File: src/logic/timer_cc_pkg.sv
// Shared constants for the capture/compare timer: register indices, fields, reset values, modes.
// Assumes an APB slave with one aligned 32-bit word per register (byte address = index * 4).
`default_nettype none
package timer_cc_pkg;
  // Register indices; byte address is four times the index
  localparam logic [3:0] IDX_COUNT_HIGH = 4'h0;
  localparam logic [3:0] IDX_COUNT_LOW = 4'h1;
  localparam logic [3:0] IDX_RELOAD_HIGH = 4'h2;
  localparam logic [3:0] IDX_RELOAD_LOW = 4'h3;
  localparam logic [3:0] IDX_CAPTURE_HIGH = 4'h4;
  localparam logic [3:0] IDX_CAPTURE_LOW = 4'h5;
  localparam logic [3:0] IDX_CONTROL_REG_ZERO = 4'h6;
  localparam logic [3:0] IDX_CONTROL_REG_ONE = 4'h7;
  localparam logic [3:0] IDX_OUTPUT_CONTROL = 4'h8;
  localparam logic [3:0] IDX_LAST = 4'h8;
  localparam int ADDR_W = 8;
  // Reset and restart values
  localparam logic [15:0] COUNT_RESET = 16'h0001;
  localparam logic [15:0] COUNT_RESTART = 16'h0001;
  localparam logic [15:0] COUNT_MAX = 16'hFFFF;
  localparam logic [15:0] COUNT_ZERO = 16'h0000;
  localparam logic [15:0] RELOAD_RESET = 16'hFFFF;
  localparam logic [15:0] CAPTURE_RESET = 16'h0000;
  // control_reg_zero fields
  localparam int CTL0_MODE_TOP_BIT = 7;
  localparam int CTL0_ISEL_LSB = 5;
  localparam int CTL0_DEADBAND_LSB = 1;
  localparam int CTL0_FLAG_BIT = 0;
  // control_reg_one fields
  localparam int CTL1_ENABLE_BIT = 7;
  localparam int CTL1_POLARITY_BIT = 6;
  localparam int CTL1_PRESCALE_LSB = 3;
  localparam int CTL1_MODE_LSB = 0;
  // output_control field
  localparam int OUT_ENABLE_BIT = 0;
  // Prescale counter width: factor up to 2**7
  localparam int PRESCALE_CNT_W = 7;
  // Interrupt source select codes
  localparam logic [1:0] ISEL_INPUT_ONLY = 2'h2;
  localparam logic [1:0] ISEL_RELOAD_ONLY = 2'h3;
  // Full mode value {mode_select_top, mode_select_low}
  typedef enum logic [3:0] {
    MODE_COMPARE = 4'h2,
    MODE_GATED = 4'h6,
    MODE_CAPTURE_COMPARE = 4'h7,
    MODE_CAPTURE_RESTART = 4'h8
  } mode_type;
  typedef enum logic [0:0] {
    ARM_WAIT = 1'b0,
    ARM_RUN = 1'b1
  } arm_type;
endpackage
`default_nettype wire

File: src/logic/timer_capture_compare.sv
// 16-bit capture/compare timer with capture-restart, compare, gated and capture/compare modes.
// Assumes an APB master on clk_sys and a timer input already synchronous to clk_sys.
//
// Decided for this implementation: the APB slave port and the placing of the registers.
`timescale 1ns/100ps
`default_nettype none
module timer_capture_compare #(
  parameter int PRESCALE_W = timer_cc_pkg::PRESCALE_CNT_W
) (
  input wire logic clk_sys,
  input wire logic rst_n,
  input wire logic psel,
  input wire logic penable,
  input wire logic pwrite,
  input wire logic [timer_cc_pkg::ADDR_W-1:0] paddr,
  input wire logic [31:0] pwdata,
  output logic [31:0] prdata,
  output logic pready,
  output logic pslverr,
  input wire logic timer_in,
  output logic timer_out,
  output logic timer_out_en,
  output logic timer_irq
);
  logic [15:0] count;
  logic [15:0] reload;
  logic [7:0] reload_hold;
  logic [15:0] capture;
  logic mode_select_top;
  logic [1:0] interrupt_source_select;
  logic [2:0] deadband;
  logic capture_cause_flag;
  logic enable;
  logic input_polarity;
  logic [2:0] prescale;
  logic [2:0] mode_select_low;
  logic out_enable;
  logic [PRESCALE_W-1:0] pres_cnt;
  logic [PRESCALE_W-1:0] pres_limit;
  logic in_prev;
  timer_cc_pkg::arm_type arm;
  logic [3:0] idx;
  logic mapped;
  logic wr_en;
  logic [31:0] rd_word;
  logic [3:0] mode;
  logic is_cr;
  logic is_cmp;
  logic is_gated;
  logic is_cc;
  logic tick;
  logic rise;
  logic fall;
  logic qual_edge;
  logic in_active;
  logic deassert;
  logic cap_evt;
  logic count_step;
  logic match;
  logic reload_evt;
  logic cmp_evt;
  logic deassert_evt;
  logic input_evt;
  logic rc_evt;
  logic next_irq;
  logic sw_count_wr;

  // APB decode; unmapped or misaligned words answer with pslverr
  assign idx = paddr[5:2];
  assign mapped = (paddr[1:0] == 2'h0) && (paddr[timer_cc_pkg::ADDR_W-1:6] == '0) && (idx <= timer_cc_pkg::IDX_LAST);
  assign wr_en = psel && penable && pwrite && mapped;
  assign pready = psel && penable;
  assign sw_count_wr = wr_en && (idx == timer_cc_pkg::IDX_COUNT_HIGH || idx == timer_cc_pkg::IDX_COUNT_LOW);

  always_comb begin
    rd_word = 32'h0000_0000;
    case (idx)
      timer_cc_pkg::IDX_COUNT_HIGH: rd_word[7:0] = count[15:8];
      timer_cc_pkg::IDX_COUNT_LOW: rd_word[7:0] = count[7:0];
      timer_cc_pkg::IDX_RELOAD_HIGH: rd_word[7:0] = reload[15:8];
      timer_cc_pkg::IDX_RELOAD_LOW: rd_word[7:0] = reload[7:0];
      timer_cc_pkg::IDX_CAPTURE_HIGH: rd_word[7:0] = capture[15:8];
      timer_cc_pkg::IDX_CAPTURE_LOW: rd_word[7:0] = capture[7:0];
      timer_cc_pkg::IDX_CONTROL_REG_ZERO: begin
        rd_word[timer_cc_pkg::CTL0_MODE_TOP_BIT] = mode_select_top;
        rd_word[timer_cc_pkg::CTL0_ISEL_LSB +: 2] = interrupt_source_select;
        rd_word[timer_cc_pkg::CTL0_DEADBAND_LSB +: 3] = deadband;
        rd_word[timer_cc_pkg::CTL0_FLAG_BIT] = capture_cause_flag;
      end
      timer_cc_pkg::IDX_CONTROL_REG_ONE: begin
        rd_word[timer_cc_pkg::CTL1_ENABLE_BIT] = enable;
        rd_word[timer_cc_pkg::CTL1_POLARITY_BIT] = input_polarity;
        rd_word[timer_cc_pkg::CTL1_PRESCALE_LSB +: 3] = prescale;
        rd_word[timer_cc_pkg::CTL1_MODE_LSB +: 3] = mode_select_low;
      end
      timer_cc_pkg::IDX_OUTPUT_CONTROL: rd_word[timer_cc_pkg::OUT_ENABLE_BIT] = out_enable;
      default: rd_word = 32'h0000_0000;
    endcase
  end

  // Read data and error latched in the setup phase so they come from flops
  always_ff @(posedge clk_sys or negedge rst_n) begin
    if (!rst_n) begin
      prdata <= 32'h0000_0000;
      pslverr <= 1'b0;
    end else if (psel && !penable) begin
      prdata <= (mapped && !pwrite) ? rd_word : 32'h0000_0000;
      pslverr <= !mapped;
    end
  end

  // Control registers; reserved bit and deadband have no effect here
  always_ff @(posedge clk_sys or negedge rst_n) begin
    if (!rst_n) begin
      mode_select_top <= 1'b0;
      interrupt_source_select <= 2'h0;
      deadband <= 3'h0;
      enable <= 1'b0;
      input_polarity <= 1'b0;
      prescale <= 3'h0;
      mode_select_low <= 3'h0;
      out_enable <= 1'b0;
    end else if (wr_en) begin
      case (idx)
        timer_cc_pkg::IDX_CONTROL_REG_ZERO: begin
          mode_select_top <= pwdata[timer_cc_pkg::CTL0_MODE_TOP_BIT];
          interrupt_source_select <= pwdata[timer_cc_pkg::CTL0_ISEL_LSB +: 2];
          deadband <= pwdata[timer_cc_pkg::CTL0_DEADBAND_LSB +: 3];
        end
        timer_cc_pkg::IDX_CONTROL_REG_ONE: begin
          enable <= pwdata[timer_cc_pkg::CTL1_ENABLE_BIT];
          input_polarity <= pwdata[timer_cc_pkg::CTL1_POLARITY_BIT];
          prescale <= pwdata[timer_cc_pkg::CTL1_PRESCALE_LSB +: 3];
          mode_select_low <= pwdata[timer_cc_pkg::CTL1_MODE_LSB +: 3];
        end
        timer_cc_pkg::IDX_OUTPUT_CONTROL: out_enable <= pwdata[timer_cc_pkg::OUT_ENABLE_BIT];
        default: begin
        end
      endcase
    end
  end
  assign timer_out_en = out_enable;

  // Reload value: high byte waits in a holding byte for the low-byte write
  always_ff @(posedge clk_sys or negedge rst_n) begin
    if (!rst_n) begin
      reload <= timer_cc_pkg::RELOAD_RESET;
      reload_hold <= timer_cc_pkg::RELOAD_RESET[15:8];
    end else if (wr_en && idx == timer_cc_pkg::IDX_RELOAD_HIGH) begin
      reload_hold <= pwdata[7:0];
    end else if (wr_en && idx == timer_cc_pkg::IDX_RELOAD_LOW) begin
      reload <= {reload_hold, pwdata[7:0]};
    end
  end

  // Mode decode
  assign mode = {mode_select_top, mode_select_low};
  assign is_cr = enable && (mode == timer_cc_pkg::MODE_CAPTURE_RESTART);
  assign is_cmp = enable && (mode == timer_cc_pkg::MODE_COMPARE);
  assign is_gated = enable && (mode == timer_cc_pkg::MODE_GATED);
  assign is_cc = enable && (mode == timer_cc_pkg::MODE_CAPTURE_COMPARE);

  // Prescaler: factor is two to the power of prescale
  assign pres_limit = PRESCALE_W'((1 << prescale) - 1);
  assign tick = enable && (pres_cnt == pres_limit);
  always_ff @(posedge clk_sys or negedge rst_n) begin
    if (!rst_n) begin
      pres_cnt <= '0;
    end else if (!enable || tick) begin
      pres_cnt <= '0;
    end else begin
      pres_cnt <= pres_cnt + PRESCALE_W'(1);
    end
  end

  // Input edge detection; the pin only qualifies events, it never clocks the count
  always_ff @(posedge clk_sys or negedge rst_n) begin
    if (!rst_n) begin
      in_prev <= 1'b0;
    end else begin
      in_prev <= timer_in;
    end
  end
  assign rise = timer_in && !in_prev;
  assign fall = !timer_in && in_prev;
  assign qual_edge = input_polarity ? fall : rise;
  assign in_active = timer_in ^ input_polarity;
  assign deassert = (in_prev ^ input_polarity) && !in_active;

  // First edge in capture/compare mode only arms the counter
  always_ff @(posedge clk_sys or negedge rst_n) begin
    if (!rst_n) begin
      arm <= timer_cc_pkg::ARM_WAIT;
    end else begin
      case (arm)
        timer_cc_pkg::ARM_WAIT: if (is_cc && qual_edge) arm <= timer_cc_pkg::ARM_RUN;
        timer_cc_pkg::ARM_RUN: if (!is_cc) arm <= timer_cc_pkg::ARM_WAIT;
        default: arm <= timer_cc_pkg::ARM_WAIT;
      endcase
    end
  end

  // Events
  assign cap_evt = qual_edge && (is_cr || (is_cc && arm == timer_cc_pkg::ARM_RUN));
  assign count_step = tick && (is_cr || is_cmp || (is_gated && in_active) ||
                               (is_cc && arm == timer_cc_pkg::ARM_RUN));
  assign match = count_step && (count == reload);
  assign reload_evt = match && !is_cmp && !cap_evt;
  assign cmp_evt = match && is_cmp;
  assign deassert_evt = is_gated && deassert;
  assign input_evt = cap_evt || deassert_evt;
  assign rc_evt = reload_evt || cmp_evt;

  // Interrupt filter; with the default select codes both classes merge into one request per cycle
  always_comb begin
    case (interrupt_source_select)
      timer_cc_pkg::ISEL_INPUT_ONLY: next_irq = input_evt;
      timer_cc_pkg::ISEL_RELOAD_ONLY: next_irq = rc_evt;
      default: next_irq = input_evt || rc_evt;
    endcase
  end
  always_ff @(posedge clk_sys or negedge rst_n) begin
    if (!rst_n) begin
      timer_irq <= 1'b0;
    end else begin
      timer_irq <= next_irq;
    end
  end

  // Counter; a software byte write wins over hardware in the same cycle
  always_ff @(posedge clk_sys or negedge rst_n) begin
    if (!rst_n) begin
      count <= timer_cc_pkg::COUNT_RESET;
    end else if (wr_en && idx == timer_cc_pkg::IDX_COUNT_HIGH) begin
      count[15:8] <= pwdata[7:0];
    end else if (wr_en && idx == timer_cc_pkg::IDX_COUNT_LOW) begin
      count[7:0] <= pwdata[7:0];
    end else if (cap_evt || reload_evt) begin
      count <= timer_cc_pkg::COUNT_RESTART;
    end else if (count_step) begin
      count <= count + 16'h0001;
    end
  end

  // Capture register
  always_ff @(posedge clk_sys or negedge rst_n) begin
    if (!rst_n) begin
      capture <= timer_cc_pkg::CAPTURE_RESET;
    end else if (cap_evt) begin
      capture <= count;
    end else if (wr_en && idx == timer_cc_pkg::IDX_CAPTURE_HIGH) begin
      capture[15:8] <= pwdata[7:0];
    end else if (wr_en && idx == timer_cc_pkg::IDX_CAPTURE_LOW) begin
      capture[7:0] <= pwdata[7:0];
    end
  end

  // Cause flag; gated reloads leave it alone
  always_ff @(posedge clk_sys or negedge rst_n) begin
    if (!rst_n) begin
      capture_cause_flag <= 1'b0;
    end else if (cap_evt) begin
      capture_cause_flag <= 1'b1;
    end else if (reload_evt && (is_cr || is_cc)) begin
      capture_cause_flag <= 1'b0;
    end
  end

  // Timer output rests at the polarity level while disabled
  always_ff @(posedge clk_sys or negedge rst_n) begin
    if (!rst_n) begin
      timer_out <= 1'b0;
    end else if (!enable) begin
      timer_out <= input_polarity;
    end else if (out_enable && (cmp_evt || (is_gated && reload_evt))) begin
      timer_out <= !timer_out;
    end
  end
endmodule // timer_capture_compare
`default_nettype wire

File: config.mk
export PLATFORM = sky130hd
export DESIGN_NAME = timer_capture_compare
export DESIGN_NICKNAME = d
export VERILOG_FILES = /design/src/logic/timer_cc_pkg.sv /design/src/logic/timer_capture_compare.sv
export SDC_FILE = /design/constraint.sdc
export NUM_CORES = 1
export LEC_CHECK = 0
export CORE_MARGIN = 8
export CORE_UTILIZATION = 50
export CTS_CLUSTER_SIZE = 10
export DETAILED_ROUTE_END_ITERATION = 16
export DONT_BUFFER_PORTS = 1
export PLACE_DENSITY_LB_ADDON = 0.1
export RECOVER_POWER = 25
export SLEW_MARGIN = 15
export SYNTH_ARGS = -nofsm -noshare
export SYNTH_HDL_FRONTEND = slang
export SYNTH_SLANG_ARGS = --single-unit
File: constraint.sdc
create_clock -name clk_sys -period 6.2 [get_ports clk_sys]
set_input_delay 0.93 -clock clk_sys [delete_from_list [all_inputs] [get_ports clk_sys]]
set_output_delay 0.93 -clock clk_sys [all_outputs]
set_load 0.005 [all_outputs]
* Yosys cells after proc, flatten, opt, wreduce, memory -nomap -nowiden
Index checks and enable logic that the tools add are counted.
** Word-level totals
- Register bits :: 116
- Input bits :: 46
- Output and inout port bits :: 37
- Logic and storage cells :: 145
** Cells by class
- Add/sub/neg operators :: 3
- Order comparisons :: 1
- Eq/ne operators :: 19
- Shift-type cells :: 1
- Muxes and demuxes :: 24
- Bitwise operators :: 5
- Reduce and logical (&&, ||, !) cells :: 70
** Operator list (count)
- $mux 8 :: 7
- $mux 16 :: 3
- $pmux 3 s8 :: 2
- $logic_and 1x1->1 :: 34
- $eq 4x3->1 const B :: 6
- $add 16x1->16 const B :: 1
- $eq 16x16->1 :: 1
- $reduce_and 2->1 :: 7
- $eq 4x2->1 const B :: 3
- $logic_or 1x1->1 :: 11
- $logic_not 1->1 :: 10
- $pmux 1 s9 :: 1
- $eq 4x4->1 const B :: 2
- $add 7x1->7 const B :: 1
- $eq 7x7->1 :: 1
- $mux 1 :: 7
- $mux 7 :: 1
- $pmux 1 s7 :: 1
- $shl 1x3->7 const A :: 1
- $sub 7x2->7 const B :: 1
- $reduce_bool 2->1 :: 3
- $reduce_bool 3->1 :: 2
- $eq 2x2->1 const B :: 2
- $eq 4x1->1 const B :: 1
- other kinds (8) :: 14

* Logic depth before layout (Yosys ltp)
- Depth in word-level cells :: 14
- Mapped depth :: 10
- Gate-level depth less buffers :: 8

* Worst setup path before layout
Ideal clock, no wire load.
- Path type :: input port to flip-flop
- Start point :: input port paddr[1] (netlist name)
- End point :: register count[0]
- Setup time :: 0.082 ns
- Arrival time :: 2.775 ns
- Data required time :: 6.118 ns
- Path slack :: 3.343 ns
- Cell stages on the path :: 6
- Path buffers :: 1
- Cell sequence :: or4_1 > clkbuf_1 > nor3_2 > nand2_1 > a31oi_1 > mux2_2
** Between the ends
- Cells in the longest elaborated chain, start to end :: 7
- Elaborated cells between the ends (all ways) :: 10
- Those cells by class :: 1 x mux; 1 x bitwise; 8 x reduce/logical
** RTL lines
- start: declaration :: RTL line timer_capture_compare.sv:15 : input wire logic [timer_cc_pkg::ADDR_W-1:0] paddr,
- $logic_not 2->1 (*) :: RTL line timer_capture_compare.sv:70 : assign mapped = (paddr[1:0] == 2'h0) && (paddr[timer_cc_pkg::ADDR_W-1:6] == '0) && (idx <= timer_cc_pkg::IDX_L ...
- $logic_and 1x1->1 (*) (2 in series) :: RTL line timer_capture_compare.sv:70
- $logic_and 1x1->1 (*) :: RTL line timer_capture_compare.sv:71 : assign wr_en = psel && penable && pwrite && mapped;
- $logic_and 1x1->1 (on tied branches) :: RTL line timer_capture_compare.sv:236, timer_capture_compare.sv:234
- $reduce_bool 3->1 (no line) / $not 1->1 (equally long branches)
- $reduce_and 2->1 (no line)
- end signal: assignment :: RTL line timer_capture_compare.sv:237 : count[7:0] <= pwdata[7:0];
- end signal: assignment :: RTL line timer_capture_compare.sv:239 : count <= timer_cc_pkg::COUNT_RESTART;
- end signal: assignment :: RTL line timer_capture_compare.sv:241 : count <= count + 16'h0001;
- end: declaration :: RTL line timer_capture_compare.sv:25 : logic [15:0] count;
Every way passes the cells marked *; elsewhere a longest branch is shown, timed or not.
A chain may end at the register's enable or synchronous reset.

* Worst setup path after layout
- Start point :: register count[0]
- End point :: register count[2]
** Between the ends
- Cells in the longest elaborated chain, start to end :: 7
- Elaborated cells between the ends (all ways) :: 11
- Those cells by class :: 1 x add/sub; 1 x eq/ne; 3 x mux; 6 x reduce/logical
** RTL lines
- start signal: assignment :: RTL line timer_capture_compare.sv:233 : count <= timer_cc_pkg::COUNT_RESET;
- start signal: assignment :: RTL line timer_capture_compare.sv:237
- start signal: assignment :: RTL line timer_capture_compare.sv:239
- parallel branches: the longest is 7 deep, another holds $add 16x1->16
Several ways; the timed one is not identified. The select of a mux whose other input is x is not followed.

==> summary.txt <==
Worst setup path
  – Worst setup EP type: register
  – Data arrival, critical path: 3510 ps
  – Critical Path Source Type: register
  – Worst setup path startpoint: count[0]
  – Flop2flop setup slack: 2960 ps
  – Reg2reg path depth: 7
  – Critical R2R Capture: count[2]
  – Reg2reg start: count[0]
  – Required @ worst endpoint: 6460 ps
  – Critical path class: reg -> reg
  – CP Capture Point: count[2]
  – Worst-path fanout max: 16

Routing
  – DRC Markers: 0
  – 1st-pass router iterations: 5
  – Routed WL: 14200 um
  – Post-route ant nets: 0
  – Via Count: 4028
  – WL/cell: 21.3 um
  – Drt initial violations: 339
  – Vias/cell: 6.04

Power and ir drop
  – Flop pwr share: 0.548
  – VDD IR-drop max: 134 uV
  – Logic pwr share: 0.048
  – Pwr dens: 205 mW/mm^2
  – Pint: 885 uW
  – Switching Power: 267 uW
  – Leak Pwr: 0.00256 uW
  – Clock network power share: 0.404
  – Net Sw Frac: 0.232

Floorplanning
  – Top-Level Pins: 83
  – Die height: 120 um
  – Core area: 0.0107 sq mm
  – Row count: 38
  – Die Wd: 120 um
  – Full die area: 0.0145 sq mm
  – Initial Util: 0.508

Synthesis
  – Predominant post-synthesis flop cell: dfrtp_1
  – Most frequent cell after synthesis: dfrtp_1
  – Synth Cell Area: 0.00546 sq mm
  – Synth top area cells: dfrtp_1, dfstp_2, mux2_2, mux2i_1, nand2_1
  – Synth top area share: 0.307
  – Post-synth EDFFs: 0
  – Mapped Cells: 544
  – Register area share after synthesis: 0.428
  – Synth top cells by count: dfrtp_1, nand2_1, nor2_1, mux2_2, a21oi_1
  – Distinct cell type count after synthesis: 71
  – Ys Warns: 0
  – Synth async-reset ratio: 1.00
  – Syn_area_per_cell: 10.0 sq um
  – Post-synth top area cell: dfrtp_1
  – Yosys reg bits: 92

Timing
  – Final Skew: 12.6 ps
  – Fin. Hold Viols: 0
  – Max frequency: 308 MHz
  – Fin crit period: 3240 ps
  – Fin Setup TNS: 0 ps
  – Period utilization: 0.523
  – Worst slew margin: 0.399
  – Slew Limit Fails: 0
  – Actual slew at the worst max-slew pin: 892 ps
  – Worst setup margin: 2960 ps
  – RSZ-0062 raised after global routing: no
  – Final setup vio count: 0

GRT
  – Initial antenna violation count: 0
  – Vias in the first global route: 3884
  – Remaining global-route overflow: 0
  – First-pass GRT wire length: 22400 um
  – GR Util All Layers: 0.200
  – Pin count of the biggest net entering global routing: 93

Clocking
  – Skew-Pair Late Insertion Delay: 380 ps
  – H-tree depth: 3
  – Clock sinks: 92
  – Clock transition at the registers of the reported paths: 90 ps
  – TritonCTS Buffers: 9
  – Root buf cell: clkbuf_8
  – Hold-fix buffers, CTS: 0
  – Cts repair resizes: 0
  – Setup bufs post-CTS: 0
  – CTS tree: built
  – Clock buffer depth: 2

Worst hold path
  – Hold Path Class: in -> async

Cells and area
  – Multi-input logic area: 0.00285 sq mm
  – Fill cells: 1002
  – Ant. Diodes: 0
  – Share of layout cells above drive strength 1: 0.201
  – Register Area: 0.00233 sq mm
  – Area Overhead vs Synth: 3.19%
  – Final nets: 570
  – Finished Cell Area: 0.00563 sq mm

Placement
  – Setup Slack @ Placement: 2730 ps
  – Port Buffers: 0
  – Routability Congestion: 0.883
  – HPWL Detailed: 9940 um
  – Dpl cell area: 0.00541 sq mm

Run
  – Total of max-cap violations: 0

Outcome
  – Status: completed
[worst min-delay path by stage]
stage / to / slack [ps] / cells after the start
4_1_cts: prdata[7] / 210 / 0
3_5_place_dp: deadband[0] / 500 / 1
3_3_place_gp: deadband[1] / 490 / 1
5_1_grt: capture[9] / 210 / 0
2_1_floorplan: capture_cause_flag / 470 / 2
6_report: pslverr / 240 / 0
[critical path: stages, from the launching register on]
cell and delay (ps):
dfstp_2 620, xnor2_1 150, nand4_1 140, nor4_1 460, a21boi_1 690, or3_1 590
nor3b_1 110, or3_1 350
[placed cells by master (no fill, tap or decap), types with 5 or more instances in the layout]
cell type | netlist | routed
mux2_2 | 43 | 43
or3_1 | 6 | 6
nand3_1 | 22 | 22
xnor2_1 | 20 | 20
clkbuf_8 | 0 | 10
a22oi_1 | 5 | 5
nor2_1 | 48 | 48
nor4_1 | 5 | 5
o21ai_0 | 20 | 20
nand4_1 | 5 | 5
conb_1 | 1 | 24
dfstp_2 | 25 | 25
a31oi_1 | 5 | 5
nand2_1 | 49 | 49
mux2i_1 | 22 | 22
mux4_2 | 8 | 8
inv_1 | 8 | 8
dfrtp_1 | 67 | 67
a21o_1 | 8 | 8
nand2b_1 | 7 | 7
a21oi_1 | 27 | 27
[cell families after synthesis]
kind of cell / share of synthesized area
adder cells (fa/ha/maj): 0.00459
AND/OR/NAND/NOR: 0.165
buffers and inverters: 0.0656
other: 0.000687
AO/OA/AOI/OAI: 0.131
XOR/XNOR: 0.0385
flip-flops: 0.428
multiplexers: 0.167
[state kept, by name (all words and copies together), names as in the netlist, 2 cells and up]
register,cells
count,16
pres_cnt,7
deadband,3
capture,16
prdata,8
prescale,3
interrupt_source_select,2
reload_hold,8
mode_select_low,3
reload,16
[stage by stage]
step	instances	power (uW)	utilization	hold WS (ps)
5_1_grt	667	1190	0.524	214
2_1_floorplan	567	704	-	466
6_report	667	1150	0.524	243
3_5_place_dp	651	697	0.503	496
4_1_cts	667	1160	0.524	211
3_3_place_gp	651	695	0.503	489
[power by group through the flow]
stage | logic, uW | clock network [uW] | registers (uW)
after floorplan | 69.9 | 0 | 634
after global placement | 53.4 | 0 | 641
after detailed placement | 54.6 | 0 | 642
after CTS | 54.9 | 478 | 631
after global routing | 61.5 | 499 | 633
final | 55.6 | 465 | 631
[layer usage]
| metal | track usage | vias to the layer above | share of wire |
|---|---|---|---|
| li1 | - | 1861 | - |
| met1 | 0.274 | 1985 | 0.45 |
| met2 | 0.305 | 161 | 0.45 |
| met3 | 0.0429 | 21 | 0.087 |
| met4 | 0.0742 | 0 | 0.018 |
| met5 | 0 | - | 0 |
[cell type report]
cell class,instances,area share
Sequential cell,92,0.414
Clock inverter,5,0.0149
Timing Repair Buffer,2,0.00267
Multi-Input combinational cell,409,0.506
Tap cell,140,0.0311
Clock buffer,11,0.0251
Inverter,8,0.00533
(Power assumes the default switching activity.)
